**src/rtl/rlc_pkg.sv**
```systemverilog
/*
 rlc_pkg: constants, descriptor layout, register map, states and helpers
 for the receive look-ahead descriptor chain engine.
 assumes descriptors are 32-bit words addressed by ring index.
*/
package rlc_pkg;
   // ************************************************
   // descriptor word layout
   // ************************************************
   localparam int IDX_W = 8;
   localparam int CNT_W = 12;
   localparam int HOLD_BIT = 31;
   localparam int START_BIT = 30;
   localparam int END_BIT = 29;
   localparam int ERR_BIT = 28;
   localparam int BUFF_BIT = 27;
   localparam int CNT_LSB = 12;
   localparam int SIZE_LSB = 0;
   localparam logic [31:0] STAT_MASK = 32'h7fff_f000;
   localparam logic [31:0] HOLD_MASK = 32'h8000_0000;
   localparam logic [CNT_W-1:0] CNT_ONE = 12'h001;
   localparam logic [CNT_W-1:0] CNT_ZERO = 12'h000;
   // ************************************************
   // register map and events
   // ************************************************
   localparam logic [7:0] REG_CTRL = 8'h00;
   localparam logic [7:0] REG_RING = 8'h04;
   localparam logic [7:0] REG_STAT = 8'h08;
   localparam logic [7:0] REG_IEN = 8'h0c;
   localparam logic [7:0] REG_ICLR = 8'h10;
   localparam logic [7:0] REG_CUR = 8'h14;
   localparam int CTRL_EN_BIT = 0;
   localparam int CTRL_LAH_BIT = 1;
   localparam logic [1:0] CTRL_RST = 2'h0;
   localparam logic [IDX_W-1:0] RING_RST = 8'h03;
   localparam int EV_W = 4;
   localparam int EV_DONE = 0;
   localparam int EV_ERR = 1;
   localparam int EV_BUFF = 2;
   localparam int EV_REL = 3;
   // ************************************************
   // types and helpers
   // ************************************************
   typedef enum logic [2:0] {
      ST_IDLE = 3'h0, ST_FETCH = 3'h1, ST_FILL = 3'h3, ST_LOOK = 3'h2,
      ST_WSTAT = 3'h6, ST_WOWN = 3'h7, ST_DRAIN = 3'h5
   } rlc_state_type;
   typedef enum logic [1:0] {POST_ADV = 2'h0, POST_CHAIN = 2'h1, POST_DRAIN = 2'h2}
      rlc_post_type;
   function automatic logic [IDX_W-1:0] next_idx(input logic [IDX_W-1:0] idx,
                                                 input logic [IDX_W-1:0] len);
      logic [IDX_W-1:0] inc;
      inc = idx + 8'h01;
      next_idx = (inc >= len) ? 8'h00 : inc;
   endfunction
   function automatic logic [31:0] stat_word(input logic st, input logic en,
                                             input logic er, input logic bf,
                                             input logic [CNT_W-1:0] cnt);
      stat_word = 32'h0000_0000;
      stat_word[START_BIT] = st;
      stat_word[END_BIT] = en;
      stat_word[ERR_BIT] = er;
      stat_word[BUFF_BIT] = bf;
      stat_word[CNT_LSB +: CNT_W] = cnt;
   endfunction
endpackage

```
**src/rtl/rlc_ifs.sv**
```systemverilog
/*
 rlc_desc_if: engine to descriptor access port; rlc_reg_if: engine to
 register file. assumes a single clock shared by all parties.
*/
`timescale 1ns/100ps
interface rlc_desc_if;
   logic req;
   logic we;
   logic [7:0] idx;
   logic [31:0] wdata;
   logic [31:0] wmask;
   logic [31:0] rdata;
   logic done;
   modport eng(output req, we, idx, wdata, wmask, input rdata, done);
   modport port(input req, we, idx, wdata, wmask, output rdata, done);
endinterface

interface rlc_reg_if;
   logic en;
   logic lah;
   logic [7:0] ring_len;
   logic [3:0] ev;
   logic [7:0] cur_idx;
   logic [2:0] state;
   modport eng(input en, lah, ring_len, output ev, cur_idx, state);
   modport regs(output en, lah, ring_len, input ev, cur_idx, state);
endinterface

```
**src/rtl/rlc_desc_port.sv**
```systemverilog
/*
 rlc_desc_port: runs one descriptor read or masked write on the memory port.
 assumes memory holds mem_ack_in low until it has served a held request.
*/
`timescale 1ns/100ps
module rlc_desc_port
   import rlc_pkg::*;
(
   input wire logic clk_in,
   input wire logic sys_rst_in,
   rlc_desc_if.port dp,
   output logic mem_req_out,
   output logic mem_we_out,
   output logic [IDX_W-1:0] mem_idx_out,
   output logic [31:0] mem_wdata_out,
   output logic [31:0] mem_wmask_out,
   input wire logic mem_ack_in,
   input wire logic [31:0] mem_rdata_in
);
   logic done_q;
   logic [31:0] rdata_q;

   assign dp.done = done_q;
   assign dp.rdata = rdata_q;

   // ************************************************
   // request launch and completion
   // ************************************************
   always_ff @(posedge clk_in) begin
      if (sys_rst_in) begin
         mem_req_out <= 1'b0;
         mem_we_out <= 1'b0;
         mem_idx_out <= '0;
         mem_wdata_out <= '0;
         mem_wmask_out <= '0;
      end else if (!mem_req_out && dp.req && !done_q) begin
         mem_req_out <= 1'b1;
         mem_we_out <= dp.we;
         mem_idx_out <= dp.idx;
         mem_wdata_out <= dp.wdata;
         mem_wmask_out <= dp.wmask;
      end else if (mem_req_out && mem_ack_in) begin
         mem_req_out <= 1'b0;
      end
   end

   always_ff @(posedge clk_in) begin
      if (sys_rst_in) begin
         done_q <= 1'b0;
         rdata_q <= '0;
      end else begin
         done_q <= mem_req_out && mem_ack_in;
         if (mem_req_out && mem_ack_in) begin
            rdata_q <= mem_rdata_in;
         end
      end
   end
endmodule

```
**src/rtl/rlc_irq_regs.sv**
```systemverilog
/*
 rlc_irq_regs: control, ring length, sticky event status, enable, clear
 and position registers with one level interrupt.
 assumes one-cycle strobes, read data wanted in the following cycle.
*/
`timescale 1ns/100ps
module rlc_irq_regs
   import rlc_pkg::*;
(
   input wire logic clk_in,
   input wire logic sys_rst_in,
   rlc_reg_if.regs rg,
   input wire logic [7:0] reg_addr_in,
   input wire logic [31:0] reg_wdata_in,
   input wire logic reg_wr_in,
   input wire logic reg_rd_in,
   output logic [31:0] reg_rdata_out,
   output logic irq_out
);
   logic [1:0] ctrl_q;
   logic [IDX_W-1:0] ring_q;
   logic [EV_W-1:0] stat_q;
   logic [EV_W-1:0] ien_q;
   logic [EV_W-1:0] clr;

   assign rg.en = ctrl_q[CTRL_EN_BIT];
   assign rg.lah = ctrl_q[CTRL_LAH_BIT];
   assign rg.ring_len = ring_q;
   assign clr = (reg_wr_in && reg_addr_in == REG_ICLR) ? reg_wdata_in[EV_W-1:0] : '0;

   // ************
   // writable registers
   // ************
   always_ff @(posedge clk_in) begin
      if (sys_rst_in) begin
         ctrl_q <= CTRL_RST;
         ring_q <= RING_RST;
         ien_q <= '0;
      end else if (reg_wr_in) begin
         case (reg_addr_in)
            REG_CTRL: ctrl_q <= reg_wdata_in[1:0];
            REG_RING: ring_q <= reg_wdata_in[IDX_W-1:0];
            REG_IEN: ien_q <= reg_wdata_in[EV_W-1:0];
            default: ;
         endcase
      end
   end

   // ************
   // sticky status, set wins over clear
   // ************
   always_ff @(posedge clk_in) begin
      if (sys_rst_in) begin
         stat_q <= '0;
         irq_out <= 1'b0;
      end else begin
         stat_q <= (stat_q & ~clr) | rg.ev;
         irq_out <= |(stat_q & ien_q);
      end
   end

   // ************
   // read port
   // ************
   always_ff @(posedge clk_in) begin
      if (sys_rst_in) begin
         reg_rdata_out <= '0;
      end else if (reg_rd_in) begin
         case (reg_addr_in)
            REG_CTRL: reg_rdata_out <= {30'h0000_0000, ctrl_q};
            REG_RING: reg_rdata_out <= {24'h00_0000, ring_q};
            REG_STAT: reg_rdata_out <= {28'h000_0000, stat_q};
            REG_IEN: reg_rdata_out <= {28'h000_0000, ien_q};
            REG_CUR: reg_rdata_out <= {13'h0000, rg.state, 8'h00, rg.cur_idx};
            default: reg_rdata_out <= '0;
         endcase
      end else begin
         reg_rdata_out <= '0;
      end
   end
endmodule

```
**src/rtl/rlc_rx_lookahead.sv**
```systemverilog
/*
 rlc_rx_lookahead: receive descriptor chain engine for early header
 processing. places each frame over ring descriptors, updates holder,
 start, end and error flags, and searches for the next frame start.
 assumes descriptor memory and the frame source run on clk_in.
*/
// Added by the designer: the address-and-strobe port and the address map.
`timescale 1ns/100ps
// Behaviour
// RL1: second buffer full, third granted: clear end, holder, start, continue in third.
// RL2: frame ends in second buffer before third granted: close second, skip third.
// RL3: never write end flag of a skipped, unheld descriptor.
// RL4: software ignores end flags after frame end until next start flag.
// RL5: frame fits first buffer: end there, release held second with end zero.
// RL6: after frame end poll onward; unheld descriptors stay unmodified.
// RL7: software changes buffer size only while software holds the descriptor.
// RL8: software readjusts second and third sizes whenever first size changes.
// RL9: self-tuning software keeps sizes on frames below a size threshold.
// RL10: new frame starts only in descriptor with holder and start set.
// RL11: searching, release held descriptor lacking start by clearing holder, advance.
// RL12: searching, skip unheld descriptors without modifying them.
// RL13: always close frame with end or error flag in last descriptor.
// RL14: write status fields before clearing a descriptor's holder flag.
module rlc_rx_lookahead
   import rlc_pkg::*;
(
   input wire logic clk_in,
   input wire logic sys_rst_in,
   input wire logic [7:0] reg_addr_in,
   input wire logic [31:0] reg_wdata_in,
   input wire logic reg_wr_in,
   input wire logic reg_rd_in,
   output logic [31:0] reg_rdata_out,
   output logic irq_out,
   input wire logic rx_valid_in,
   input wire logic [7:0] rx_data_in,
   input wire logic rx_last_in,
   input wire logic rx_err_in,
   output logic rx_ready_out,
   output logic dma_we_out,
   output logic [IDX_W-1:0] dma_idx_out,
   output logic [CNT_W-1:0] dma_off_out,
   output logic [7:0] dma_data_out,
   output logic mem_req_out,
   output logic mem_we_out,
   output logic [IDX_W-1:0] mem_idx_out,
   output logic [31:0] mem_wdata_out,
   output logic [31:0] mem_wmask_out,
   input wire logic mem_ack_in,
   input wire logic [31:0] mem_rdata_in
);
   // ************
   // declarations
   // ************
   rlc_desc_if dif();
   rlc_reg_if rif();

   rlc_state_type state_q;
   rlc_state_type state_d;
   rlc_post_type post_q;
   rlc_post_type post_d;
   logic [IDX_W-1:0] idx_q;
   logic [IDX_W-1:0] idx_d;
   logic [CNT_W-1:0] size_q;
   logic [CNT_W-1:0] size_d;
   logic [CNT_W-1:0] cnt_q;
   logic [CNT_W-1:0] cnt_d;
   logic [CNT_W-1:0] nsize_q;
   logic [CNT_W-1:0] nsize_d;
   logic first_q;
   logic first_d;
   logic [31:0] wval_q;
   logic [31:0] wval_d;
   logic [EV_W-1:0] ev_q;
   logic [EV_W-1:0] ev_d;
   logic accept;
   logic d_hold;
   logic d_start;
   logic [CNT_W-1:0] cnt_inc;

   // ************
   // submodules
   // ************
   rlc_desc_port u_port (
      .clk_in(clk_in),
      .sys_rst_in(sys_rst_in),
      .dp(dif.port),
      .mem_req_out(mem_req_out),
      .mem_we_out(mem_we_out),
      .mem_idx_out(mem_idx_out),
      .mem_wdata_out(mem_wdata_out),
      .mem_wmask_out(mem_wmask_out),
      .mem_ack_in(mem_ack_in),
      .mem_rdata_in(mem_rdata_in)
   );

   rlc_irq_regs u_regs (
      .clk_in(clk_in),
      .sys_rst_in(sys_rst_in),
      .rg(rif.regs),
      .reg_addr_in(reg_addr_in),
      .reg_wdata_in(reg_wdata_in),
      .reg_wr_in(reg_wr_in),
      .reg_rd_in(reg_rd_in),
      .reg_rdata_out(reg_rdata_out),
      .irq_out(irq_out)
   );

   // ************
   // descriptor access requests
   // ************
   assign dif.req = (state_q == ST_FETCH) || (state_q == ST_LOOK) ||
                    (state_q == ST_WSTAT) || (state_q == ST_WOWN);
   assign dif.we = (state_q == ST_WSTAT) || (state_q == ST_WOWN);
   assign dif.idx = (state_q == ST_LOOK) ? next_idx(idx_q, rif.ring_len) : idx_q;
   assign dif.wdata = (state_q == ST_WSTAT) ? wval_q : 32'h0000_0000;
   assign dif.wmask = (state_q == ST_WSTAT) ? STAT_MASK : HOLD_MASK;

   assign rif.ev = ev_q;
   assign rif.cur_idx = idx_q;
   assign rif.state = state_q;

   assign accept = rx_valid_in && rx_ready_out;
   assign d_hold = dif.rdata[HOLD_BIT];
   assign d_start = dif.rdata[START_BIT];
   assign cnt_inc = cnt_q + CNT_ONE;

   // ************
   // next-state logic
   // ************
   always_comb begin
      state_d = state_q;
      post_d = post_q;
      idx_d = idx_q;
      size_d = size_q;
      cnt_d = cnt_q;
      nsize_d = nsize_q;
      first_d = first_q;
      wval_d = wval_q;
      ev_d = '0;
      case (state_q)
         ST_IDLE: begin
            if (rif.en) begin
               state_d = ST_FETCH;
            end
         end
         ST_FETCH: begin
            if (dif.done) begin
               if (d_hold && d_start) begin
                  // frame may begin only here [RL10]
                  first_d = 1'b1;
                  size_d = dif.rdata[SIZE_LSB +: CNT_W];
                  cnt_d = CNT_ZERO;
                  state_d = ST_FILL;
               end else if (d_hold) begin
                  // release held non-start descriptor, end written zero [RL11] [RL5]
                  wval_d = stat_word(1'b0, 1'b0, 1'b0, 1'b0, CNT_ZERO);
                  post_d = POST_ADV;
                  ev_d[EV_REL] = 1'b1;
                  state_d = ST_WSTAT;
               end else if (rif.lah) begin
                  // unheld: skip without any write [RL12] [RL6] [RL3]
                  idx_d = next_idx(idx_q, rif.ring_len);
                  state_d = rif.en ? ST_FETCH : ST_IDLE;
               end else begin
                  state_d = rif.en ? ST_FETCH : ST_IDLE;
               end
            end
         end
         ST_FILL: begin
            if (accept) begin
               cnt_d = cnt_inc;
               if (rx_last_in) begin
                  // frame closes here with end or error [RL13] [RL2] [RL5]
                  wval_d = stat_word(first_q, !rx_err_in, rx_err_in, 1'b0, cnt_inc);
                  post_d = POST_ADV;
                  ev_d[EV_DONE] = !rx_err_in;
                  ev_d[EV_ERR] = rx_err_in;
                  state_d = ST_WSTAT;
               end else if (cnt_inc >= size_q) begin
                  state_d = ST_LOOK;
               end
            end else if (cnt_q >= size_q) begin
               state_d = ST_LOOK;
            end
         end
         ST_LOOK: begin
            if (dif.done) begin
               if (d_hold && !d_start) begin
                  // next granted: current ends with end cleared, start set only in the first descriptor [RL1]
                  wval_d = stat_word(first_q, 1'b0, 1'b0, 1'b0, cnt_q);
                  nsize_d = dif.rdata[SIZE_LSB +: CNT_W];
                  post_d = POST_CHAIN;
               end else begin
                  // no buffer to continue into: close with error [RL13]
                  wval_d = stat_word(first_q, 1'b0, 1'b1, 1'b1, cnt_q);
                  post_d = POST_DRAIN;
                  ev_d[EV_BUFF] = 1'b1;
               end
               state_d = ST_WSTAT;
            end
         end
         ST_WSTAT: begin
            if (dif.done) begin
               // status lands before holder flag is cleared [RL14]
               state_d = ST_WOWN;
            end
         end
         ST_WOWN: begin
            if (dif.done) begin
               idx_d = next_idx(idx_q, rif.ring_len);
               case (post_q)
                  POST_CHAIN: begin
                     // frame carries on into the granted descriptor [RL1]
                     first_d = 1'b0;
                     size_d = nsize_q;
                     cnt_d = CNT_ZERO;
                     state_d = ST_FILL;
                  end
                  POST_DRAIN: state_d = ST_DRAIN;
                  default: state_d = rif.en ? ST_FETCH : ST_IDLE;
               endcase
            end
         end
         ST_DRAIN: begin
            if (accept && rx_last_in) begin
               state_d = rif.en ? ST_FETCH : ST_IDLE;
            end
         end
         default: state_d = ST_IDLE;
      endcase
   end

   // ************
   // engine state
   // ************
   always_ff @(posedge clk_in) begin
      if (sys_rst_in) begin
         state_q <= ST_IDLE;
         post_q <= POST_ADV;
         idx_q <= '0;
      end else begin
         state_q <= state_d;
         post_q <= post_d;
         idx_q <= idx_d;
      end
   end

   always_ff @(posedge clk_in) begin
      if (sys_rst_in) begin
         size_q <= '0;
         cnt_q <= '0;
         nsize_q <= '0;
         first_q <= 1'b0;
         wval_q <= '0;
         ev_q <= '0;
      end else begin
         size_q <= size_d;
         cnt_q <= cnt_d;
         nsize_q <= nsize_d;
         first_q <= first_d;
         wval_q <= wval_d;
         ev_q <= ev_d;
      end
   end

   // ************
   // frame intake and data placement
   // ************
   always_ff @(posedge clk_in) begin
      if (sys_rst_in) begin
         rx_ready_out <= 1'b0;
      end else begin
         rx_ready_out <= ((state_d == ST_FILL) && (cnt_d < size_d)) ||
                         (state_d == ST_DRAIN);
      end
   end

   always_ff @(posedge clk_in) begin
      if (sys_rst_in) begin
         dma_we_out <= 1'b0;
         dma_idx_out <= '0;
         dma_off_out <= '0;
         dma_data_out <= '0;
      end else begin
         dma_we_out <= accept && (state_q == ST_FILL);
         if (accept && (state_q == ST_FILL)) begin
            dma_idx_out <= idx_q;
            dma_off_out <= cnt_q;
            dma_data_out <= rx_data_in;
         end
      end
   end
endmodule

```
**config.mk**
```make
export PLATFORM = sky130hd
export DESIGN_NAME = rlc_rx_lookahead
export DESIGN_NICKNAME = d
export VERILOG_FILES = /design/src/rtl/rlc_pkg.sv /design/src/rtl/rlc_ifs.sv /design/src/rtl/rlc_desc_port.sv /design/src/rtl/rlc_irq_regs.sv /design/src/rtl/rlc_rx_lookahead.sv
export SDC_FILE = /design/constraint.sdc
export NUM_CORES = 1
export LEC_CHECK = 0
export BUFFER_PORTS_ARGS = -buffer_cell sky130_fd_sc_hd__buf_4
export CAP_MARGIN = 10
export CORE_UTILIZATION = 40
export DETAILED_ROUTE_END_ITERATION = 10
export PLACE_DENSITY = 0.75
export SYNTH_ARGS = -nofsm -noshare
export SYNTH_HDL_FRONTEND = slang
export SYNTH_SLANG_ARGS = --single-unit
```
**constraint.sdc**
```tcl
create_clock -name clk_in -period 3.1 [get_ports clk_in]
set_clock_uncertainty 0.05 [all_clocks]
set_input_delay 0.93 -clock clk_in [delete_from_list [all_inputs] [get_ports clk_in]]
set_output_delay 0.93 -clock clk_in [all_outputs]
set_load 0.005 [all_outputs]
```
==> flow_summary.toml <==
[setup_path]
cp.arrival_ns = 3.26
startpoint_type = "flop"
crit_type = "reg2reg"
cp_slowest_cell = "a2111oi_4"
required_ns = 3.42
crit_path_cell_trace = "inv_1, ha_2, and4_1, and2_4, a22o_1, a21oi_1, buf_4, ha_1, and3_1, a221oi_2, o21ai_2, a2111oi_4, o31a_1"
crit_fanout = 8
max_stage_delay_ns = 0.35
cp-end-kind = "flop"

[outcome]
status = "completed"

[detailed_routing]
drt_iter0_drc = 514
dr.pass1.iters = 7
vias = 7839
via_per_inst = 5.22
drtAntennaViolNets = 0
wl_microns = 22800
post-route-drc-count = 0
routedWlPerCell_microns = 15.2

[die]
start_util = 0.410
dieArea_sq_mm = 0.0222
die_y_microns = 149
coreArea_sq_mm = 0.0211
fp.dieW_microns = 149
num_rows = 53
ios = 225

[power_and_ir_drop]
vdd.ir_drop.worst_uv = 362
power_density_mw_per_mm2 = 427
comb_power_share = 0.030
p_leak_nw = 4.36
p_sw_frac = 0.222
clockPowerShare = 0.485
netSwitchingPower_w = 0.00102
p_seq_frac = 0.485
power.internal_w = 0.00356

[synth]
synthCells = 1062
async_flop_share = 0
yosys.area_share.simple = 0.212
ys_seq_area_frac = 0.401
synthXorXnorAreaFrac = 0.0253
ys_seq_elements = 173
yosysUniqueCellTypes = 68
synthAdderAreaFrac = 0.0680
synth-edff-count = 0
synthMuxAreaShare = 0
syn_area_sq_mm = 0.00865
synth_compound_area_frac = 0.192
syn_avg_cell_area_sq_um = 8.14
synth_top_family_by_area = "simple AND/OR/NAND/NOR gates"
synth-main-ff-cell = "dfxtp_1"
yosysWarnings = 0

[sta]
fmax_ghz = 0.340
hold_violations = 0
drv_slew = 0
tightestPinTransition_ns = 0.890
holdWs_ns = 0.396
rsz0062_at_grt = "false"
slew_headroom = 0.405
post-route-period-util = 0.949
setup_viol = 0
fin_crit_ns = 2.94

[global_route]
grt_first_pass_wirelength_microns = 36600
overflow = 0
grt_usage = 0.207
met3_usage = 0.0373
grt_pass1_vias = 7312
grt_util_met2 = 0.353
grt_max_degree = 73
busiest_layer = "met2"
antenna_found_initial = 0
gr-usage-met1 = 0.262

[finish]
antenna_cells = 0
mostFrequentLayoutCell = "buf_4"
drive_above_1_share = 0.229
instances_no_fill = 1503
layout_common_cells = "215 x buf_4, 177 x nand2_1, 171 x dfxtp_1, 119 x a21oi_1, 86 x nor2_1"
area_growth_pct = 24.2
layout.nets = 1350

[cts]
cts_tree = "done"
clk_latency_ns = 0.43
path_clk_slew_ns = 0.07
cts.sinks = 173
cts-root-buf = "clkbuf_16"
cts_buffers = 17
htreeDepth = 4
clk_path_buf_depth = 2

[placed_design]
gp_congestion = 0.875
place_hpwl_microns = 16800
place_inst = 1469
numPortBuffers = 133

[run]
maxCapViolCount = 0

[hold_path]
hold_path_class = "reg2reg"
==> synthesized netlist by cell type (13+ instances only) <==
library cell,count,share of area
a211oi_1,16,0.014
a21oi_1,123,0.071
a22o_1,16,0.016
a22oi_1,37,0.032
and3_1,13,0.0094
buf_2,15,0.0087
buf_4,70,0.061
clkbuf_1,40,0.017
dfxtp_1,173,0.40
ha_1,47,0.068
inv_1,29,0.013
nand2_1,178,0.077
nand3_1,36,0.021
nor2_1,88,0.038
nor2b_1,18,0.013
nor3_1,15,0.0087
o21ai_0,22,0.013
xnor2_1,17,0.017
==> worst max-delay path: cells and delay by family (launching register included) <==
kind / cells / cell delay [ns]
AND/OR/NAND/NOR: 3 / 0.60
buffers and inverters: 2 / 0.20
AO/OA/AOI/OAI: 6 / 1.28
flip-flops: 1 / 0.33
adder cells (fa/ha/maj): 2 / 0.43
==> registers in the layout (all words and copies together), names as in the netlist, 11 cells and up <==
| name | cells |
|---|---|
| u_port.mem_wdata_out | 16 |
| wval_q | 16 |
| u_port.dp.rdata | 14 |
| cnt_q | 12 |
| dma_off_out | 12 |
| nsize_q | 12 |
| size_q | 12 |
| u_regs.reg_rdata_out | 11 |
==> timing repair <==
item / in CTS / in global routing
hold buffers: 0 / 0
endpoints found under the setup margin: 1 / 1
cloned: 0 / 0
setup buffers: 1 / 1
pin swaps: 1 / 4
gates resized for setup: 3 / 22
==> logic make-up after synthesis <==
kind of cell             Yosys count
buffers and inverters            160
AO/OA/AOI/OAI                    258
XOR/XNOR                          25
adder cells (fa/ha/maj)           47
flip-flops                       173
other                              1
AND/OR/NAND/NOR                  398
==> layer usage <==
| layer | routed length (microns) | vias to the layer above |
|---|---|---|
| met5 | 0 | - |
| met4 | 398 | 0 |
| met3 | 1290 | 27 |
| met2 | 11100 | 247 |
| met1 | 10000 | 3694 |
| li1 | - | 3871 |
==> power groups by stage <==
stage / registers (W) / clock network, W / logic (W)
after floorplan: 0.00227 / 0 / 0.000111
after global placement: 0.00228 / 0 / 0.000133
after detailed placement: 0.00228 / 0 / 0.000135
after CTS: 0.00222 / 0.00226 / 0.000135
after global routing: 0.00222 / 0.00236 / 0.000151
final: 0.00222 / 0.00222 / 0.000137
==> layout make-up <==
cell class,instances,area [sq um]
clock buffers,19,433
inverters,30,113
flip-flops and latches,173,3470
repair buffers,216,1630
fillers,1964,10400
multi-input cells,777,4570
clock inverters,13,178
well taps,275,344
==> final timing paths <==
| check | start | endpoint | slack (ns) | cells after the start |
|---|---|---|---|---|
| min reg2reg | ev_q[1] | u_regs.stat_q[1] | 0.40 | 2 |
| min | ev_q[1] | u_regs.stat_q[1] | 0.40 | 2 |
| max | post_q[1] | rx_ready_out | 0.16 | 13 |
| max reg2reg | post_q[1] | rx_ready_out | 0.16 | 13 |
==> through the flow <==
stage	cell area (sq um)	total power [W]	setup TNS, ns	setup WS, ns	utilization
final	10700	0.00458	0	0.159	0.509
after global routing	10700	0.00474	0	0.000495	0.509
after CTS	10600	0.00462	0	0.0875	0.504
after detailed placement	10000	0.00241	-0.359	-0.359	0.475
after global placement	10000	0.00241	-0.247	-0.247	0.475
after floorplan	8830	0.00239	0	0.00693	-
(Power assumes the default switching activity.)
